===== src/rtl/frevs_pkg.sv =====
// receive framer event status bank: shared constants, types, helpers
// assumes a single 125 MHz clock and a wishbone register port
package frevs_pkg;

    // ------------------------------------------------------------
    // register indices (byte address is four times the index)
    // ------------------------------------------------------------
    localparam int          ADR_W     = 14;
    localparam int          IDX_W     = 12;
    localparam logic [11:0] IDX_ERR   = 12'h603;
    localparam logic [11:0] IDX_ALN   = 12'h604;
    localparam logic [11:0] IDX_MODE  = 12'h610;
    localparam logic [11:0] IDX_ISTAT = 12'h611;
    localparam logic [11:0] IDX_ICLR  = 12'h612;
    localparam logic [11:0] IDX_IEN   = 12'h613;

    // ------------------------------------------------------------
    // field positions
    // ------------------------------------------------------------
    localparam int ERR_LFV  = 0;
    localparam int ERR_FBE  = 1;
    localparam int ERR_CRC  = 2;
    localparam int ERR_ECE  = 3;
    localparam int ERR_EBIT = 4;
    localparam int ERR_TMR  = 5;
    localparam int ERR_SLO  = 6;
    localparam int ERR_SLU  = 7;
    localparam int ALN_NEW  = 0;
    localparam int ALN_SSF  = 1;
    localparam int ALN_REL  = 2;
    localparam int ALN_ACT  = 3;

    // ------------------------------------------------------------
    // reset values and frame numbers
    // ------------------------------------------------------------
    localparam logic [3:0]  MODE_RST = 4'h0;
    localparam logic [15:0] IEN_RST  = 16'h0000;
    localparam logic [7:0]  EVT_RST  = 8'h00;
    localparam logic [3:0]  EFRM_A   = 4'hD;
    localparam logic [3:0]  EFRM_B   = 4'hF;

    // ------------------------------------------------------------
    // timing
    // ------------------------------------------------------------
    localparam int CLK_HZ    = 125_000_000;
    localparam int T100_MS   = 100;
    localparam int T400_MS   = 400;
    localparam int T100_CYC  = T100_MS * (CLK_HZ / 1000);
    localparam int T400_CYC  = T400_MS * (CLK_HZ / 1000);
    localparam int TMR_W     = 26;

    // ------------------------------------------------------------
    // types
    // ------------------------------------------------------------
    typedef enum logic [1:0] {
        TM_IDLE = 2'b00,
        TM_RUN  = 2'b01,
        TM_DONE = 2'b10
    } frevs_tm_t;

    typedef struct packed {
        logic sf;
        logic crc4;
        logic esf;
        logic cept;
    } frevs_mode_t;

    typedef struct packed {
        logic        line_viol;
        logic        frame_bit_err;
        logic        crc_fail;
        logic        excess_crc;
        logic        ebit_valid;
        logic        ebit_value;
        logic [3:0]  mf_frame;
        logic        slip_over;
        logic        slip_under;
        logic        frame_aligned;
        logic        basic_aligned;
        logic        align_found;
        logic [7:0]  align_pos;
        logic        ssf_found;
        logic        loop_release;
        logic        loop_activate;
        logic        biframe_lock;
        logic        crc_mf_lock;
    } frevs_evt_t;

    typedef struct packed {
        logic        take;
        logic        we;
        logic [11:0] idx;
        logic [31:0] wdat;
        logic [3:0]  sel;
    } frevs_acc_t;

    // ------------------------------------------------------------
    // helpers
    // ------------------------------------------------------------
    function automatic logic ece_valid(input frevs_mode_t m);
        ece_valid = (m.esf && !m.cept) || (m.cept && m.crc4);
    endfunction

    function automatic logic [15:0] be16(input logic [15:0] old_v,
                                         input logic [31:0] new_v,
                                         input logic [3:0]  sel);
        be16 = {sel[1] ? new_v[15:8] : old_v[15:8],
                sel[0] ? new_v[7:0] : old_v[7:0]};
    endfunction

endpackage


===== src/rtl/frevs_bank.sv =====
// receive framer event status bank: errored and alignment event bytes
// assumes detector pulses synchronous to i_clock, wishbone host
//
// How it works
// RQ1 - errored events latch a one in their bit
// RQ2 - bit 0: coding or excess zeros violation
// RQ3 - bit 1: framing bit or pattern error
// RQ4 - bit 2: crc check failure
// RQ5 - bit 3: excess crc, esf or crc-4 only
// RQ6 - bit 4: e bit zero, frames 13/15
// RQ7 - bit 5: 100/400 ms interworking timer expiry
// RQ8 - bit 6: elastic store overflow slip
// RQ9 - bit 7: elastic store underflow slip
// RQ10 - alignment bit 0: new differing frame alignment
// RQ11 - bit 1: superframe lock, needs frame alignment in sf or cept mode
// RQ12 - ds1 bit 2: loop release code seen
// RQ13 - cept bit 2: transmit biframe alignment found
// RQ14 - ds1 bit 3: loop activate code seen
// RQ15 - cept bit 3: crc-4 multiframe alignment found
// RQ16 - bits hold until read; recurring ones survive; a mode write that masks bits 3-5 clears them without a read
//
// The Wishbone slave port was chosen for this implementation.
`timescale 1ns/10ps
`default_nettype none
module frevs_bank #(
    parameter int T100_CYC = frevs_pkg::T100_CYC,
    parameter int T400_CYC = frevs_pkg::T400_CYC
) (
    // clock and reset
    input  wire logic              i_clock,
    input  wire logic              i_nrst,
    // wishbone
    input  wire logic              i_wb_cyc,
    input  wire logic              i_wb_stb,
    input  wire logic              i_wb_we,
    input  wire logic [13:0]       i_wb_adr,
    input  wire logic [3:0]        i_wb_sel,
    input  wire logic [31:0]       i_wb_dat,
    output logic      [31:0]       o_wb_dat,
    output logic                   o_wb_ack,
    // framer detectors
    input  wire frevs_pkg::frevs_evt_t i_evt,
    // interrupt
    output logic                   o_irq
);
    localparam int TW = frevs_pkg::TMR_W;
    localparam logic [TW-1:0] T100_END = TW'(T100_CYC - 1);
    localparam logic [TW-1:0] T400_END = TW'(T400_CYC - 1);

    // ------------------------------------------------------------
    // bus front end
    // ------------------------------------------------------------
    frevs_pkg::frevs_acc_t acc;
    logic [31:0]           rdata;

    frevs_wb_slave u_bus (
        .i_clock  (i_clock),
        .i_nrst   (i_nrst),
        .i_wb_cyc (i_wb_cyc),
        .i_wb_stb (i_wb_stb),
        .i_wb_we  (i_wb_we),
        .i_wb_adr (i_wb_adr),
        .i_wb_sel (i_wb_sel),
        .i_wb_dat (i_wb_dat),
        .o_wb_dat (o_wb_dat),
        .o_wb_ack (o_wb_ack),
        .i_rdata  (rdata),
        .o_acc    (acc)
    );

    logic rd_err;
    logic rd_aln;
    logic wr_mode;
    logic wr_iclr;
    logic wr_ien;
    assign rd_err  = acc.take && !acc.we && acc.idx == frevs_pkg::IDX_ERR;
    assign rd_aln  = acc.take && !acc.we && acc.idx == frevs_pkg::IDX_ALN;
    assign wr_mode = acc.take && acc.we && acc.idx == frevs_pkg::IDX_MODE;
    assign wr_iclr = acc.take && acc.we && acc.idx == frevs_pkg::IDX_ICLR;
    assign wr_ien  = acc.take && acc.we && acc.idx == frevs_pkg::IDX_IEN;

    // ------------------------------------------------------------
    // line mode
    // ------------------------------------------------------------
    frevs_pkg::frevs_mode_t mode_d;
    frevs_pkg::frevs_mode_t mode_q;
    logic                   is_cept;
    logic                   ece_ok;
    logic                   need_fa;

    always_comb begin
        mode_d = (wr_mode && acc.sel[0]) ? frevs_pkg::frevs_mode_t'(acc.wdat[3:0]) : mode_q;
    end

    always_ff @(posedge i_clock) begin
        if (!i_nrst) begin
            mode_q <= frevs_pkg::MODE_RST;
        end else begin
            mode_q <= mode_d;
        end
    end

    assign is_cept = mode_q.cept;
    assign ece_ok  = frevs_pkg::ece_valid(mode_q);
    // superframe and cept search only runs inside frame alignment
    assign need_fa = mode_q.sf || mode_q.cept;

    // ------------------------------------------------------------
    // frame alignment history
    // ------------------------------------------------------------
    logic [7:0] prev_pos_d;
    logic [7:0] prev_pos_q;
    logic       have_prev_d;
    logic       have_prev_q;
    logic       new_align;

    always_comb begin
        prev_pos_d  = i_evt.align_found ? i_evt.align_pos : prev_pos_q;
        have_prev_d = have_prev_q || i_evt.align_found;
    end

    always_ff @(posedge i_clock) begin
        if (!i_nrst) begin
            prev_pos_q  <= 8'h00;
            have_prev_q <= 1'b0;
        end else begin
            prev_pos_q  <= prev_pos_d;
            have_prev_q <= have_prev_d;
        end
    end

    // the very first alignment has nothing to differ from
    assign new_align = i_evt.align_found && have_prev_q &&
                       i_evt.align_pos != prev_pos_q; // RQ10

    // ------------------------------------------------------------
    // crc-4 interworking timer
    // ------------------------------------------------------------
    frevs_pkg::frevs_tm_t tm_d;
    frevs_pkg::frevs_tm_t tm_q;
    logic [TW-1:0]        tm_cnt_d;
    logic [TW-1:0]        tm_cnt_q;
    logic                 basic_q;
    logic                 tm_ok;
    logic                 tm_exp;

    assign tm_ok = is_cept && mode_q.crc4 && i_evt.basic_aligned &&
                   !i_evt.crc_mf_lock;

    // runs only from the first basic alignment until multiframe lock
    always_comb begin
        tm_d     = tm_q;
        tm_cnt_d = tm_cnt_q;
        tm_exp   = 1'b0;
        case (tm_q)
            frevs_pkg::TM_IDLE: begin
                tm_cnt_d = '0;
                if (tm_ok && !basic_q) begin
                    tm_d = frevs_pkg::TM_RUN;
                end
            end
            frevs_pkg::TM_RUN: begin
                tm_cnt_d = tm_cnt_q + 1'b1;
                if (!tm_ok) begin
                    tm_d = frevs_pkg::TM_IDLE;
                end else if (tm_cnt_q == T400_END) begin
                    tm_exp = 1'b1; // RQ7
                    tm_d   = frevs_pkg::TM_DONE;
                end else if (tm_cnt_q == T100_END) begin
                    tm_exp = 1'b1; // RQ7
                end
            end
            frevs_pkg::TM_DONE: begin
                if (!i_evt.basic_aligned || !is_cept) begin
                    tm_d = frevs_pkg::TM_IDLE;
                end
            end
            default: begin
                tm_d = frevs_pkg::TM_IDLE;
            end
        endcase
    end

    always_ff @(posedge i_clock) begin
        if (!i_nrst) begin
            tm_q     <= frevs_pkg::TM_IDLE;
            tm_cnt_q <= '0;
            basic_q  <= 1'b0;
        end else begin
            tm_q     <= tm_d;
            tm_cnt_q <= tm_cnt_d;
            basic_q  <= i_evt.basic_aligned;
        end
    end

    // ------------------------------------------------------------
    // event qualification
    // ------------------------------------------------------------
    logic [7:0] err_set;
    logic [7:0] err_mask;
    logic [7:0] aln_set;
    logic [7:0] aln_mask;
    logic       ebit_hit;

    assign ebit_hit = i_evt.ebit_valid && !i_evt.ebit_value &&
                      (i_evt.mf_frame == frevs_pkg::EFRM_A ||
                       i_evt.mf_frame == frevs_pkg::EFRM_B);

    always_comb begin
        err_set = 8'h00;
        err_set[frevs_pkg::ERR_LFV]  = i_evt.line_viol;     // RQ2
        err_set[frevs_pkg::ERR_FBE]  = i_evt.frame_bit_err; // RQ3
        err_set[frevs_pkg::ERR_CRC]  = i_evt.crc_fail;      // RQ4
        err_set[frevs_pkg::ERR_ECE]  = i_evt.excess_crc && ece_ok; // RQ5
        err_set[frevs_pkg::ERR_EBIT] = ebit_hit && is_cept; // RQ6
        err_set[frevs_pkg::ERR_TMR]  = tm_exp;              // RQ7
        err_set[frevs_pkg::ERR_SLO]  = i_evt.slip_over;     // RQ8
        err_set[frevs_pkg::ERR_SLU]  = i_evt.slip_under;    // RQ9
        // bits without meaning in the current mode read zero
        err_mask = 8'hFF;
        err_mask[frevs_pkg::ERR_ECE]  = ece_ok;  // RQ5
        err_mask[frevs_pkg::ERR_EBIT] = is_cept; // RQ6
        err_mask[frevs_pkg::ERR_TMR]  = is_cept; // RQ7
    end

    always_comb begin
        aln_set = 8'h00;
        aln_set[frevs_pkg::ALN_NEW] = new_align; // RQ10
        aln_set[frevs_pkg::ALN_SSF] = i_evt.ssf_found &&
            (!need_fa || i_evt.frame_aligned);   // RQ11
        if (is_cept) begin
            aln_set[frevs_pkg::ALN_REL] = i_evt.biframe_lock; // RQ13
            aln_set[frevs_pkg::ALN_ACT] = i_evt.crc_mf_lock;  // RQ15
        end else begin
            aln_set[frevs_pkg::ALN_REL] = i_evt.loop_release;  // RQ12
            aln_set[frevs_pkg::ALN_ACT] = i_evt.loop_activate; // RQ14
        end
        aln_mask = 8'h0F;
    end

    // ------------------------------------------------------------
    // event registers, cleared by a read
    // ------------------------------------------------------------
    logic [7:0] err_q;
    logic [7:0] aln_q;

    frevs_event_latch u_err ( // RQ1
        .i_clock (i_clock),
        .i_nrst  (i_nrst),
        .i_set   (err_set),
        .i_mask  (err_mask),
        .i_clr   (rd_err), // RQ16
        .o_q     (err_q)
    );

    frevs_event_latch u_aln (
        .i_clock (i_clock),
        .i_nrst  (i_nrst),
        .i_set   (aln_set),
        .i_mask  (aln_mask),
        .i_clr   (rd_aln), // RQ16
        .o_q     (aln_q)
    );

    // ------------------------------------------------------------
    // interrupt status, clear and enable
    // ------------------------------------------------------------
    logic [15:0] ist_d;
    logic [15:0] ist_q;
    logic [15:0] ien_d;
    logic [15:0] ien_q;
    logic [15:0] iclr;

    always_comb begin
        iclr  = wr_iclr ? frevs_pkg::be16(16'h0000, acc.wdat, acc.sel)
                        : 16'h0000;
        // a new event beats a clear in the same cycle
        ist_d = (ist_q & ~iclr) | {aln_set, err_set};
        ien_d = wr_ien ? frevs_pkg::be16(ien_q, acc.wdat, acc.sel) : ien_q;
    end

    always_ff @(posedge i_clock) begin
        if (!i_nrst) begin
            ist_q <= 16'h0000;
            ien_q <= frevs_pkg::IEN_RST;
        end else begin
            ist_q <= ist_d;
            ien_q <= ien_d;
        end
    end

    assign o_irq = |(ist_q & ien_q);

    // ------------------------------------------------------------
    // read data
    // ------------------------------------------------------------
    always_comb begin
        rdata = 32'h00000000;
        if (acc.idx == frevs_pkg::IDX_ERR) begin
            rdata[7:0] = err_q;
        end else if (acc.idx == frevs_pkg::IDX_ALN) begin
            rdata[7:0] = aln_q;
        end else if (acc.idx == frevs_pkg::IDX_MODE) begin
            rdata[3:0] = mode_q;
        end else if (acc.idx == frevs_pkg::IDX_ISTAT) begin
            rdata[15:0] = ist_q;
        end else if (acc.idx == frevs_pkg::IDX_IEN) begin
            rdata[15:0] = ien_q;
        end
    end
endmodule
`default_nettype wire


===== src/rtl/frevs_event_latch.sv =====
// sticky event byte, cleared by a read strobe
// assumes set pulses and the clear strobe are synchronous to i_clock
`timescale 1ns/10ps
`default_nettype none
module frevs_event_latch (
    // clock and reset
    input  wire logic       i_clock,
    input  wire logic       i_nrst,
    // events
    input  wire logic [7:0] i_set,
    input  wire logic [7:0] i_mask,
    input  wire logic       i_clr,
    // state
    output logic      [7:0] o_q
);
    logic [7:0] q_d;
    logic [7:0] q_q;

    // a set in the clearing cycle survives the read
    always_comb begin
        q_d = ((q_q & ~{8{i_clr}}) | i_set) & i_mask;
    end

    always_ff @(posedge i_clock) begin
        if (!i_nrst) begin
            q_q <= frevs_pkg::EVT_RST;
        end else begin
            q_q <= q_d;
        end
    end

    assign o_q = q_q;
endmodule
`default_nettype wire


===== src/rtl/frevs_wb_slave.sv =====
// classic wishbone slave front end: one wait state, registered data
// assumes a master that holds its request until it sees ack
`timescale 1ns/10ps
`default_nettype none
module frevs_wb_slave (
    // clock and reset
    input  wire logic                     i_clock,
    input  wire logic                     i_nrst,
    // wishbone
    input  wire logic                     i_wb_cyc,
    input  wire logic                     i_wb_stb,
    input  wire logic                     i_wb_we,
    input  wire logic [13:0]              i_wb_adr,
    input  wire logic [3:0]               i_wb_sel,
    input  wire logic [31:0]              i_wb_dat,
    output logic      [31:0]              o_wb_dat,
    output logic                          o_wb_ack,
    // register side
    input  wire logic [31:0]              i_rdata,
    output frevs_pkg::frevs_acc_t         o_acc
);
    logic        ack_d;
    logic        ack_q;
    logic [31:0] dat_d;
    logic [31:0] dat_q;
    logic        take;

    // ack low after each answer, so a held request is taken once
    assign take = i_wb_cyc && i_wb_stb && !ack_q;

    always_comb begin
        ack_d = take;
        dat_d = (take && !i_wb_we) ? i_rdata : dat_q;
    end

    always_ff @(posedge i_clock) begin
        if (!i_nrst) begin
            ack_q <= 1'b0;
            dat_q <= 32'h00000000;
        end else begin
            ack_q <= ack_d;
            dat_q <= dat_d;
        end
    end

    assign o_acc    = '{take: take, we: i_wb_we, idx: i_wb_adr[13:2],
                        wdat: i_wb_dat, sel: i_wb_sel};
    assign o_wb_ack = ack_q;
    assign o_wb_dat = dat_q;
endmodule
`default_nettype wire


===== config.mk =====
export PLATFORM = sky130hd
export DESIGN_NAME = frevs_bank
export DESIGN_NICKNAME = d
export VERILOG_FILES = /design/src/rtl/frevs_pkg.sv /design/src/rtl/frevs_bank.sv /design/src/rtl/frevs_event_latch.sv /design/src/rtl/frevs_wb_slave.sv
export SDC_FILE = /design/constraint.sdc
export NUM_CORES = 1
export LEC_CHECK = 0
export CORE_ASPECT_RATIO = 1.75
export CORE_UTILIZATION = 30
export DETAILED_ROUTE_END_ITERATION = 8
export DONT_BUFFER_PORTS = 1
export GPL_TIMING_DRIVEN = 1
export PLACE_DENSITY = 0.54
export SLEW_MARGIN = 20
export SYNTH_ARGS = -nofsm -noshare
export SYNTH_HDL_FRONTEND = slang
export SYNTH_SLANG_ARGS = --single-unit
export TNS_END_PERCENT = 30

===== constraint.sdc =====
create_clock -name i_clock -period 3.8 [get_ports i_clock]
set_input_delay 0.76 -clock i_clock [delete_from_list [all_inputs] [get_ports i_clock]]
set_output_delay 0.76 -clock i_clock [all_outputs]
set_load 0.02 [all_outputs]

==> impl_results.md, run 1 <==
- Starting DRC count in detailed routing: 192
- IO buf count: 0
- Leak: 1.93 nW
- CP Capture Type: flip-flop
- Post-CTS Setup Inserts: 0
- Synth Warn #: 0
- CTS Hold Bufs: 0
- Hpwl dp: 9.47 mm
- Measured slew at the worst slew-check pin: 0.992 ns
- Seq cells post-synth: 103
- Initial Util: 30.9%
- Async set or reset register ratio after synthesis: 0%
- Placed Area: 5030 um2
- Dominant cell type by area after synthesis: dfxtp_1
- Vias: 3757
- Slew Limit Fails: 0
- Mean post-synth cell area: 9.08 um2
- Post-Syn Area: 4960 um2
- Total iterations of the first detailed-routing run: 5
- Gr usage total: 15.0%
- CP startpoint kind: input port
- Hold crit path type: reg -> reg
- Clk buf depth: 2
- Vias in the first global route: 3735
- Critical path type: in -> reg
- Residual DRC: 0
- Most frequent cell after synthesis: dfxtp_1
- Final Cell Area: 5340 um2
- Worst setup margin: 1.30 ns
- Worst-path maximum fanout: 6
- Main synth FF type: dfxtp_1
- IO Count: 117
- Grt ovf: 0
- Fillers: 1666
- Post-synth EDFFs: 0
- Die width: 99.2 um
- Total wire length: 12.5 mm
- CP delay by family, top: simple AND/OR/NAND/NOR gates
- Worst skew pair latency: 0.34 ns
- Clock Skews: 0.00790 ns
- Multi-input gate area: 2660 um2
- RSZ-0062 raised after global routing: no
- Worst EP required: 4.00 ns
- Routed len/inst: 17.3 um
- Worst Path Buf+Inv: 0
- Initial antenna violation count: 1
- Sum of negative setup slack: 0 ns
- Final Hold Vio Count: 0
- H-tree levels: 3
- CP max stage delay: 0.64 ns
- CTS root buffer: clkbuf_16
- CTS tree: done
- Outcome: finished, final reports clean
- Clk sinks: 103
- Final #Nets: 614
- Number of core rows: 61
- # resized after CTS: 0
- Total die area: 17100 um2
- Yosys top cell area share: 41.6%
- Number of buffers created by CTS: 9
- Crit-path cells: or4b_4 -> nor4b_2 -> nand3b_1 -> nor2b_1 -> o21ai_0
- Reg area: 2060 um2
- Area delta synth->final: 7.64%
- Slowest CP cell: nor2b_1
- Maximum clock rate: 0.400 GHz
- Register area share after synthesis: 41.6%
- Die Y: 172 um
- Worst-path clk slew: 0.07 ns
- Max-cap violations: 0
- Setup violators final: 0
- Number of library cell types mapped by synthesis: 56
- GP Congestion: 0.833
- Final Cycle Share: 65.8%
- Worst vdd ir: 0.189 mV
- Max_slew headroom: 33.8%
- Synth cell count leaders: 103 x dfxtp_1, 44 x nand2_1, 41 x nor2b_1, 36 x nor2_1, 34 x o21ai_0
- Synth top area cells: dfxtp_1 42%, mux2i_1 6.7%, nor2b_1 5.2%
- Share of cells above drive strength 1: 9.16%
- Largest net degree at the start of global routing: 85
- Global-route wire length before repair: 19.6 mm
- Pre-CTS WS: 0.947 ns
- Power Density: 405 nW/um2
- Critical Path AT: 2.70 ns
- Detail Route Antenna Nets: 0
- Synthesized instance count: 546
- Total core area: 16000 um2
- Via-to-Cell Ratio: 5.18
- Min Tclk post-route: 2.50 ns
==> per-stage QoR <==
stage                     hold slack (ns)  power (mW)  utilization [%]  std cells
after floorplan                     0.422        1.25                -        561
after global placement              0.435        1.23             31.4        708
after detailed placement            0.443        1.23             31.4        708
after CTS                           0.455        2.19             33.3        724
after global routing                0.481        2.24             33.3        724
final                               0.451        2.16             33.3        725
==> sequential cells by signal (all words and copies together) (netlist names) <==
name            flops
tm_q                2
u_aln.o_q           4
prev_pos_q          8
u_bus.o_wb_dat     16
is_cept             1
have_prev_q         1
u_err.o_q           8
ien_q              16
u_bus.o_wb_ack      1
tm_cnt_q           26
ist_q              16
mode_q              3
basic_q             1
==> worst paths after layout <==
kind	slack (ns)	end	startpoint	cells past startpoint
max	1.30	ist_q[3]	i_wb_adr[7]	5
min	0.45	ist_q[15]	ist_q[15]	2
max reg2reg	1.60	ist_q[3]	u_bus.o_wb_ack	4
min reg2reg	0.45	ist_q[15]	ist_q[15]	2
==> per-layer routing <==
layer  GRT usage (%)  share of wire (%)  vias up
met5               0                  0        -
met4            6.01                1.9        0
met3            4.45                6.1       18
met2            30.0                 57       88
met1            14.0                 35     1799
li1                -                  -     1852
==> cells in the final DEF, fill, tap and decap left out, types with 3 or more instances in the layout <==
cell / instances
a22o_1: 4
a21boi_0: 9
xor2_1: 5
nor2_1: 36
conb_1: 16
mux2i_1: 33
xnor2_1: 24
nor4_4: 3
mux2_2: 9
a22oi_1: 9
a221oi_1: 4
nor3_1: 6
nand4_1: 7
dfxtp_1: 103
nand2b_1: 4
a21oi_1: 18
and4_1: 4
or3_1: 4
a31oi_1: 9
a31o_2: 3
o21ai_0: 34
inv_1: 15
nand2_1: 44
nand3_1: 23
nand3b_1: 3
clkbuf_16: 9
nor2b_1: 41
nor4_1: 5
and2_1: 3
and3_1: 6
o2bb2ai_1: 4
==> power breakdown <==
part	internal (mW)	switching [mW]	total [mW]	leakage, nW
clock network	0.536	0.417	0.954	0.148
logic	0.0425	0.0463	0.0888	0.943
registers	1.10	0.0172	1.12	0.838
==> tightest hold or removal path: stages, from the launching register on <==
cell,delay [ns]
dfxtp_1,0.32
nand2_1,0.06
a21oi_1,0.03
==> area by class of cell <==
type / count / share of cell area, %
Multi-Input combinational cell: 399 / 49.8
Sequential cell: 103 / 38.6
Clock buffer: 11 / 4.55
Tap cell: 189 / 4.43
Clock inverter: 5 / 1.24
Inverter: 15 / 1.05
Timing Repair Buffer: 2 / 0.281
Antenna cell: 1 / 0.0469
==> kinds of logic after synthesis <==
| kind of cell | synth area share, % |
|---|---|
| AOI/OAI and AO/OA | 12.7 |
| adders and majority gates | 0.252 |
| other | 0.0756 |
| xor gates and xnor gates | 5.12 |
| buffers and inverters | 6.05 |
| muxes | 8.70 |
| DFF | 41.6 |
| and+or+nand+nor | 25.6 |
No activity file was read; power rests on OpenSTA's default activity.
==> inputs of run 2 (changes only) <==
--- a/config.mk
+++ b/config.mk
@@ -5,6 +5,7 @@
 export SDC_FILE = /design/constraint.sdc
 export NUM_CORES = 1
 export LEC_CHECK = 0
+export ABC_AREA = 1
 export CORE_ASPECT_RATIO = 1.75
 export CORE_UTILIZATION = 30
 export DETAILED_ROUTE_END_ITERATION = 8
==> constraint.sdc (replaced) <==
create_clock -name i_clock -period 2.35 [get_ports i_clock]
set_input_delay 0.47 -clock i_clock [delete_from_list [all_inputs] [get_ports i_clock]]
set_output_delay 0.47 -clock i_clock [all_outputs]
set_load 0.02 [all_outputs]
==> run 2 against run 1 <==
- via count up 29%
- combinational power up 73%
- worst hold slack worse by 0.25 ns
- largest power group unchanged
- count of clock-buffer cells in the layout up 1
- clock skew up 0.0026 ns
- highest routed layer unchanged
- die area up 5.5%
==> impl_results.md, run 2 <==
- Via-to-Cell Ratio: 4.76
- Worst Path Buf+Inv: 2
- Antenna diodes: 0
- Dominant cell type by area after synthesis: dfxtp_1
- Mean post-synth cell area: 6.67 um2
- Final #Nets: 868
- Worst setup endpoint: ist_q[12]
- Hpwl dp: 11.9 mm
- Main synth FF type: dfxtp_1
- Worst-path clk slew: 0.07 ns
- CTS tree: done
- Setup violators final: 0
- Share of cells above drive strength 1: 6.84%
- Global Route met2 Usage: 34.4%
- Maximum clock rate: 0.512 GHz
- CP startpoint kind: flip-flop
- Synth top area cells: dfxtp_1 39%, nand2_1 13%, a21oi_1 7.4%
- Register area share after synthesis: 39.4%
- Commonest non-fill, non-tap cell in the layout: nand2_1
- Synthesized instance count: 785
- Number of flip-flops in the largest register: 26
- Placed Area: 5440 um2
- CP Capture Type: flip-flop
- Post-synth EDFFs: 0
- Clk buf depth: 2
- Vias: 4837
- Crit-path cells: nor2_2 -> nand2_1 -> nor3_1 -> nand2_1 -> inv_1 -> nand3_1 -> nand3_1 -> inv_1
- Final Cycle Share: 83.1%
- IO Count: 117
- CP delay by family, top: simple AND/OR/NAND/NOR gates
- Seq cells post-synth: 103
- Number of core rows: 63
- Reg2reg end: ist_q[12]
- RSZ-0062 raised after global routing: no
- Final Hold Vio Count: 0
- Post-CTS Setup Inserts: 0
- Clock Skews: 0.0105 ns
- RR Startpoint: u_bus.o_wb_ack
- Number of buffers created by CTS: 9
- R2r setup slk: 0.40 ns
- Largest net degree at the start of global routing: 59
- Worst R2R Path Depth: 8
- Met3 GRT Util: 3.40%
- Die Y: 177 um
- Met1 usage: 16.5%
- Measured slew at the worst slew-check pin: 0.647 ns
- Total iterations of the first detailed-routing run: 4
- Initial Util: 30.8%
- Detail Route Antenna Nets: 0
- Critical path type: reg -> reg
- Synth Warn #: 0
- # resized after CTS: 0
- Crit path depth: 8
- Starting DRC count in detailed routing: 161
- H-tree levels: 3
- Die width: 102 um
- Number of library cell types mapped by synthesis: 40
- Slew Limit Fails: 0
- Worst-path maximum fanout: 13
- Async set or reset register ratio after synthesis: 0%
- Area delta synth->final: 9.39%
- IO buf count: 0
- Routed len/inst: 14.8 um
- Leak: 2.25 nW
- Outcome: finished, final reports clean
- Slowest CP cell: dfxtp_1
- Min Tclk post-route: 1.95 ns
- Most frequent cell after synthesis: nand2_1
- Hold crit path type: in -> reg
- Gr usage total: 17.6%
- Most frequent cells in the layout: 180 x nand2_1, 103 x dfxtp_1, 96 x inv_1
- Power Density: 596 nW/um2
- Max_slew headroom: 56.8%
- Total wire length: 15.0 mm
- Final Cell Area: 5730 um2
- Worst skew pair latency: 0.35 ns
- Global-route wire length before repair: 23.9 mm
- Design Power: 3.41 mW
- Post-Syn Area: 5240 um2
- Sum of negative setup slack: 0 ns
- Worst vdd ir: 0.490 mV
- Residual DRC: 0
- Grt ovf: 0
- Yosys top cell area share: 39.4%
- Final core occ: 33.6%
- Total core area: 17000 um2
- Top reg by flops: tm_cnt_q
- Total die area: 18000 um2
- Synth cell count leaders: 180 x nand2_1, 103 x dfxtp_1, 97 x inv_1, 80 x nor2_1, 77 x a21oi_1
- CTS root buffer: clkbuf_16
- Min Hold Slack: 0.201 ns
- Worst Setup SP: u_bus.o_wb_ack
- Vias in the first global route: 4670
- GR peak layer: met2
- Worst EP required: 2.60 ns
- Clk sinks: 103
- Critical Path AT: 2.20 ns
- CTS Hold Bufs: 0
- Max-cap violations: 0
- Initial antenna violation count: 0
- CP max stage delay: 0.39 ns
- GP Congestion: 0.873
[run 2: cell types whose count changed in the layout (fill, tap and decap cells not counted), sizes merged, moves of 21 or more]
cell   before  now
nand2      45  189
mux2i      33    1
a21oi      20   77
inv        16  103
nand3      26   66
xnor2      24    3
nor2       36   89
nor2b      41    0
[run 2: worst min path at each step]
stage,start,to,slack [ns],cells past startpoint
after floorplan,ist_q[12],ist_q[12],0.43,2
after global routing,i_evt[13],prev_pos_q[2],0.19,1
after global placement,ist_q[13],ist_q[13],0.45,2
after detailed placement,ist_q[13],ist_q[13],0.45,2
after CTS,i_evt[13],prev_pos_q[2],0.19,1
final,i_evt[13],prev_pos_q[2],0.20,1
[run 2: logic make-up (layout without fill, tap and decap cells)]
kind of cell	Yosys count	after routing	share of synthesized area, %
AOI/OAI and AO/OA	148	148	14.9
xor gates and xnor gates	7	7	1.17
other	1	16	0.0716
muxes	1	1	0.191
buffers and inverters	140	129	11.4
and+or+nand+nor	384	384	32.6
adders and majority gates	1	1	0.239
DFF	103	103	39.4
[run 2: report_power, final]
part | switching, mW | total, mW | leakage, nW | internal [mW]
Combinational | 0.108 | 0.154 | 1.27 | 0.0459
Sequential | 0.0237 | 1.80 | 0.838 | 1.78
Clock | 0.675 | 1.45 | 0.139 | 0.780
[run 2: layer usage]
metal	wire, um	up-vias
met2	8440	127
li1	-	2508
met4	694	0
met3	555	36
met1	5310	2166
met5	0	-
[run 2: area by class of cell]
cell class	count	area [um2]
inverters	103	387
repair buffers	10	75.1
multi-input cells	557	2630
clock inverters	4	30.0
fillers	1932	11300
flip-flops and latches	103	2060
well taps	227	284
clock buffers	12	256
[run 2: through the flow]
| step | setup WS, ns | cells |
|---|---|---|
| 2_1_floorplan | 0.751 | 800 |
| 3_3_place_gp | 0.348 | 1000 |
| 3_5_place_dp | 0.315 | 1000 |
| 4_1_cts | 0.382 | 1016 |
| 5_1_grt | 0.144 | 1016 |
| 6_report | 0.396 | 1016 |
==> inputs of run 3 (changes only) <==
--- a/config.mk
+++ b/config.mk
@@ -11,7 +11,7 @@
 export DETAILED_ROUTE_END_ITERATION = 8
 export DONT_BUFFER_PORTS = 1
 export GPL_TIMING_DRIVEN = 1
-export PLACE_DENSITY = 0.54
+export PLACE_DENSITY = 0.55
 export SLEW_MARGIN = 20
 export SYNTH_ARGS = -nofsm -noshare
 export SYNTH_HDL_FRONTEND = slang
==> constraint.sdc (replaced) <==
create_clock -name i_clock -period 1.71 [get_ports i_clock]
set_input_delay 0.342 -clock i_clock [delete_from_list [all_inputs] [get_ports i_clock]]
set_output_delay 0.342 -clock i_clock [all_outputs]
set_load 0.02 [all_outputs]
==> run 3 against run 2 <==
- the run now ends with negative setup slack left
- critical path depth shrank 4
- via count increased by 1.9%
- first-iteration DRC count rose by 16%
- routed wire length grew 0.36%
- worst setup slack worse by 0.42 ns
- power grew 40%
- die area stayed put
- utilization increased by 1.3 points
- non-clock buffer count grew 18
- sequential share of layout area decreased by 1.2 points
- count of clock-buffer cells in the layout fell by 3
- combinational power is 49% higher
- largest power group unchanged
==> impl_results.md, run 3 (synthesis gave the netlist of run 2 again) <==
- Total iterations of the first detailed-routing run: 6
- Worst EP required: 1.37 ns
- Top reg by flops: tm_cnt_q
- Outcome: complete, but fails checks
- Hpwl dp: 12.0 mm
- Worst setup margin: -0.0276 ns
- Failing checks: negative setup slack
- Gr usage total: 17.3%
- Routed len/inst: 14.6 um
- Critical path type: reg -> out
- Clock Skews: 0.0136 ns
- Hold crit path type: in -> reg
- Commonest non-fill, non-tap cell in the layout: nand2_1
- Detail Route Antenna Nets: 0
- Clk sinks: 103
- Leak: 2.39 nW
- Setup violators final: 1
- Share of cells above drive strength 1: 10.4%
- Vias: 4928
- Max-cap violations: 0
- Final Hold Vio Count: 0
- Largest net degree at the start of global routing: 59
- CP Capture Type: output pin
- Area delta synth->final: 13.6%
- Worst R2R Path Depth: 12
- Grt ovf: 0
- Critical Path AT: 1.40 ns
- Slew Limit Fails: 0
- Hold Crit Depth: 1
- Worst-path maximum fanout: 3
- Final #Nets: 886
- Number of flip-flops in the largest register: 26
- Die Y: 177 um
- Initial antenna violation count: 1
- Vias in the first global route: 4790
- Number of core rows: 63
- GP Congestion: 0.890
- RSZ-0062 raised after global routing: yes
- H-tree levels: 3
- Worst-path clk slew: 0.07 ns
- Final core occ: 34.9%
- Global-route wire length before repair: 23.5 mm
- Initial Util: 30.8%
- Residual DRC: 0
- IO Count: 117
- CP startpoint kind: flip-flop
- Maximum clock rate: 0.575 GHz
- Number of buffers created by CTS: 9
- Final Cycle Share: 102%
- Total die area: 18000 um2
- Starting DRC count in detailed routing: 186
- Fillers: 1925
- Design Power: 4.79 mW
- Worst skew pair latency: 0.36 ns
- IO buf count: 0
- CTS Hold Bufs: 0
- Clk buf depth: 2
- Via-to-Cell Ratio: 4.77
- Power Density: 806 nW/um2
- Die width: 102 um
- Worst vdd ir: 0.515 mV
- Most frequent cells in the layout: 179 x nand2_1, 98 x dfxtp_1, 96 x inv_1
- CTS root buffer: clkbuf_16
- Min Tclk post-route: 1.74 ns
- Antenna diodes: 0
- Total wire length: 15.1 mm
- Total core area: 17000 um2
- CTS tree: done
[run 3: cell types whose count changed in the layout (fill, tap and decap cells not counted), sizes merged]
cell,previous run,this run
buf,10,28
clkbuf,12,9
clkinv,3,5
clkinvlp,1,0
inv,103,105
[run 3: worst paths after layout]
| kind | end | slack, ns | from |
|---|---|---|---|
| setup / recovery | o_irq | -0.03 | ist_q[3] |
| hold / removal | prev_pos_q[2] | 0.07 | i_evt[13] |
| setup reg to reg | tm_cnt_q[15] | 0.11 | tm_cnt_q[0] |
| hold reg to reg | ist_q[15] | 0.46 | ist_q[15] |
[run 3: timing repair]
item	in CTS	in global routing
pin swaps	3	1
gates resized for setup	8	8
setup endpoints to repair	1	11
buffers inserted	1	0
[run 3: cell type report]
cell class	instances	area, um2	area share, %
Multi-Input combinational cell	557	2670	45.0
Sequential cell	103	2070	34.8
Inverter	103	387	6.50
Tap cell	227	284	4.77
Timing Repair Buffer	28	235	3.95
Clock buffer	9	225	3.79
Clock inverter	7	75.1	1.26
[run 3: stage by stage]
stage / setup WS, ns / area (um2) / setup TNS (ns) / hold WS (ns) / cells
global placement: 0.0616 / 5590 / 0 / 0.433 / 1017
floorplan: 0.163 / 5290 / 0 / 0.432 / 800
global route: -0.0922 / 5950 / -0.156 / 0.0628 / 1034
finish: -0.0276 / 5950 / -0.0276 / 0.0716 / 1034
CTS: 0.0000998 / 5920 / 0 / 0.0665 / 1034
detailed placement: 0.0276 / 5590 / 0 / 0.436 / 1017
[run 3: power breakdown]
group | total, mW | switching, mW | internal (mW)
clock | 2.09 | 1.05 | 1.04
combinational | 0.230 | 0.154 | 0.0762
sequential | 2.48 | 0.0307 | 2.45
[run 3: metal layers]
layer / GRT usage (%) / vias to the layer above / share of wire, %
met2: 34.7 / 123 / 57
met5: 0 / - / 0
met3: 3.28 / 39 / 4.0
li1: - / 2552 / -
met1: 15.1 / 2214 / 34
met4: 10.7 / 0 / 5.3
[run 3: critical path, stage by stage, from the launching register on]
cell,delay [ns]
dfxtp_1,0.34
nand2_1,0.09
nand4_1,0.24
nor3_2,0.21
nand3_2,0.17
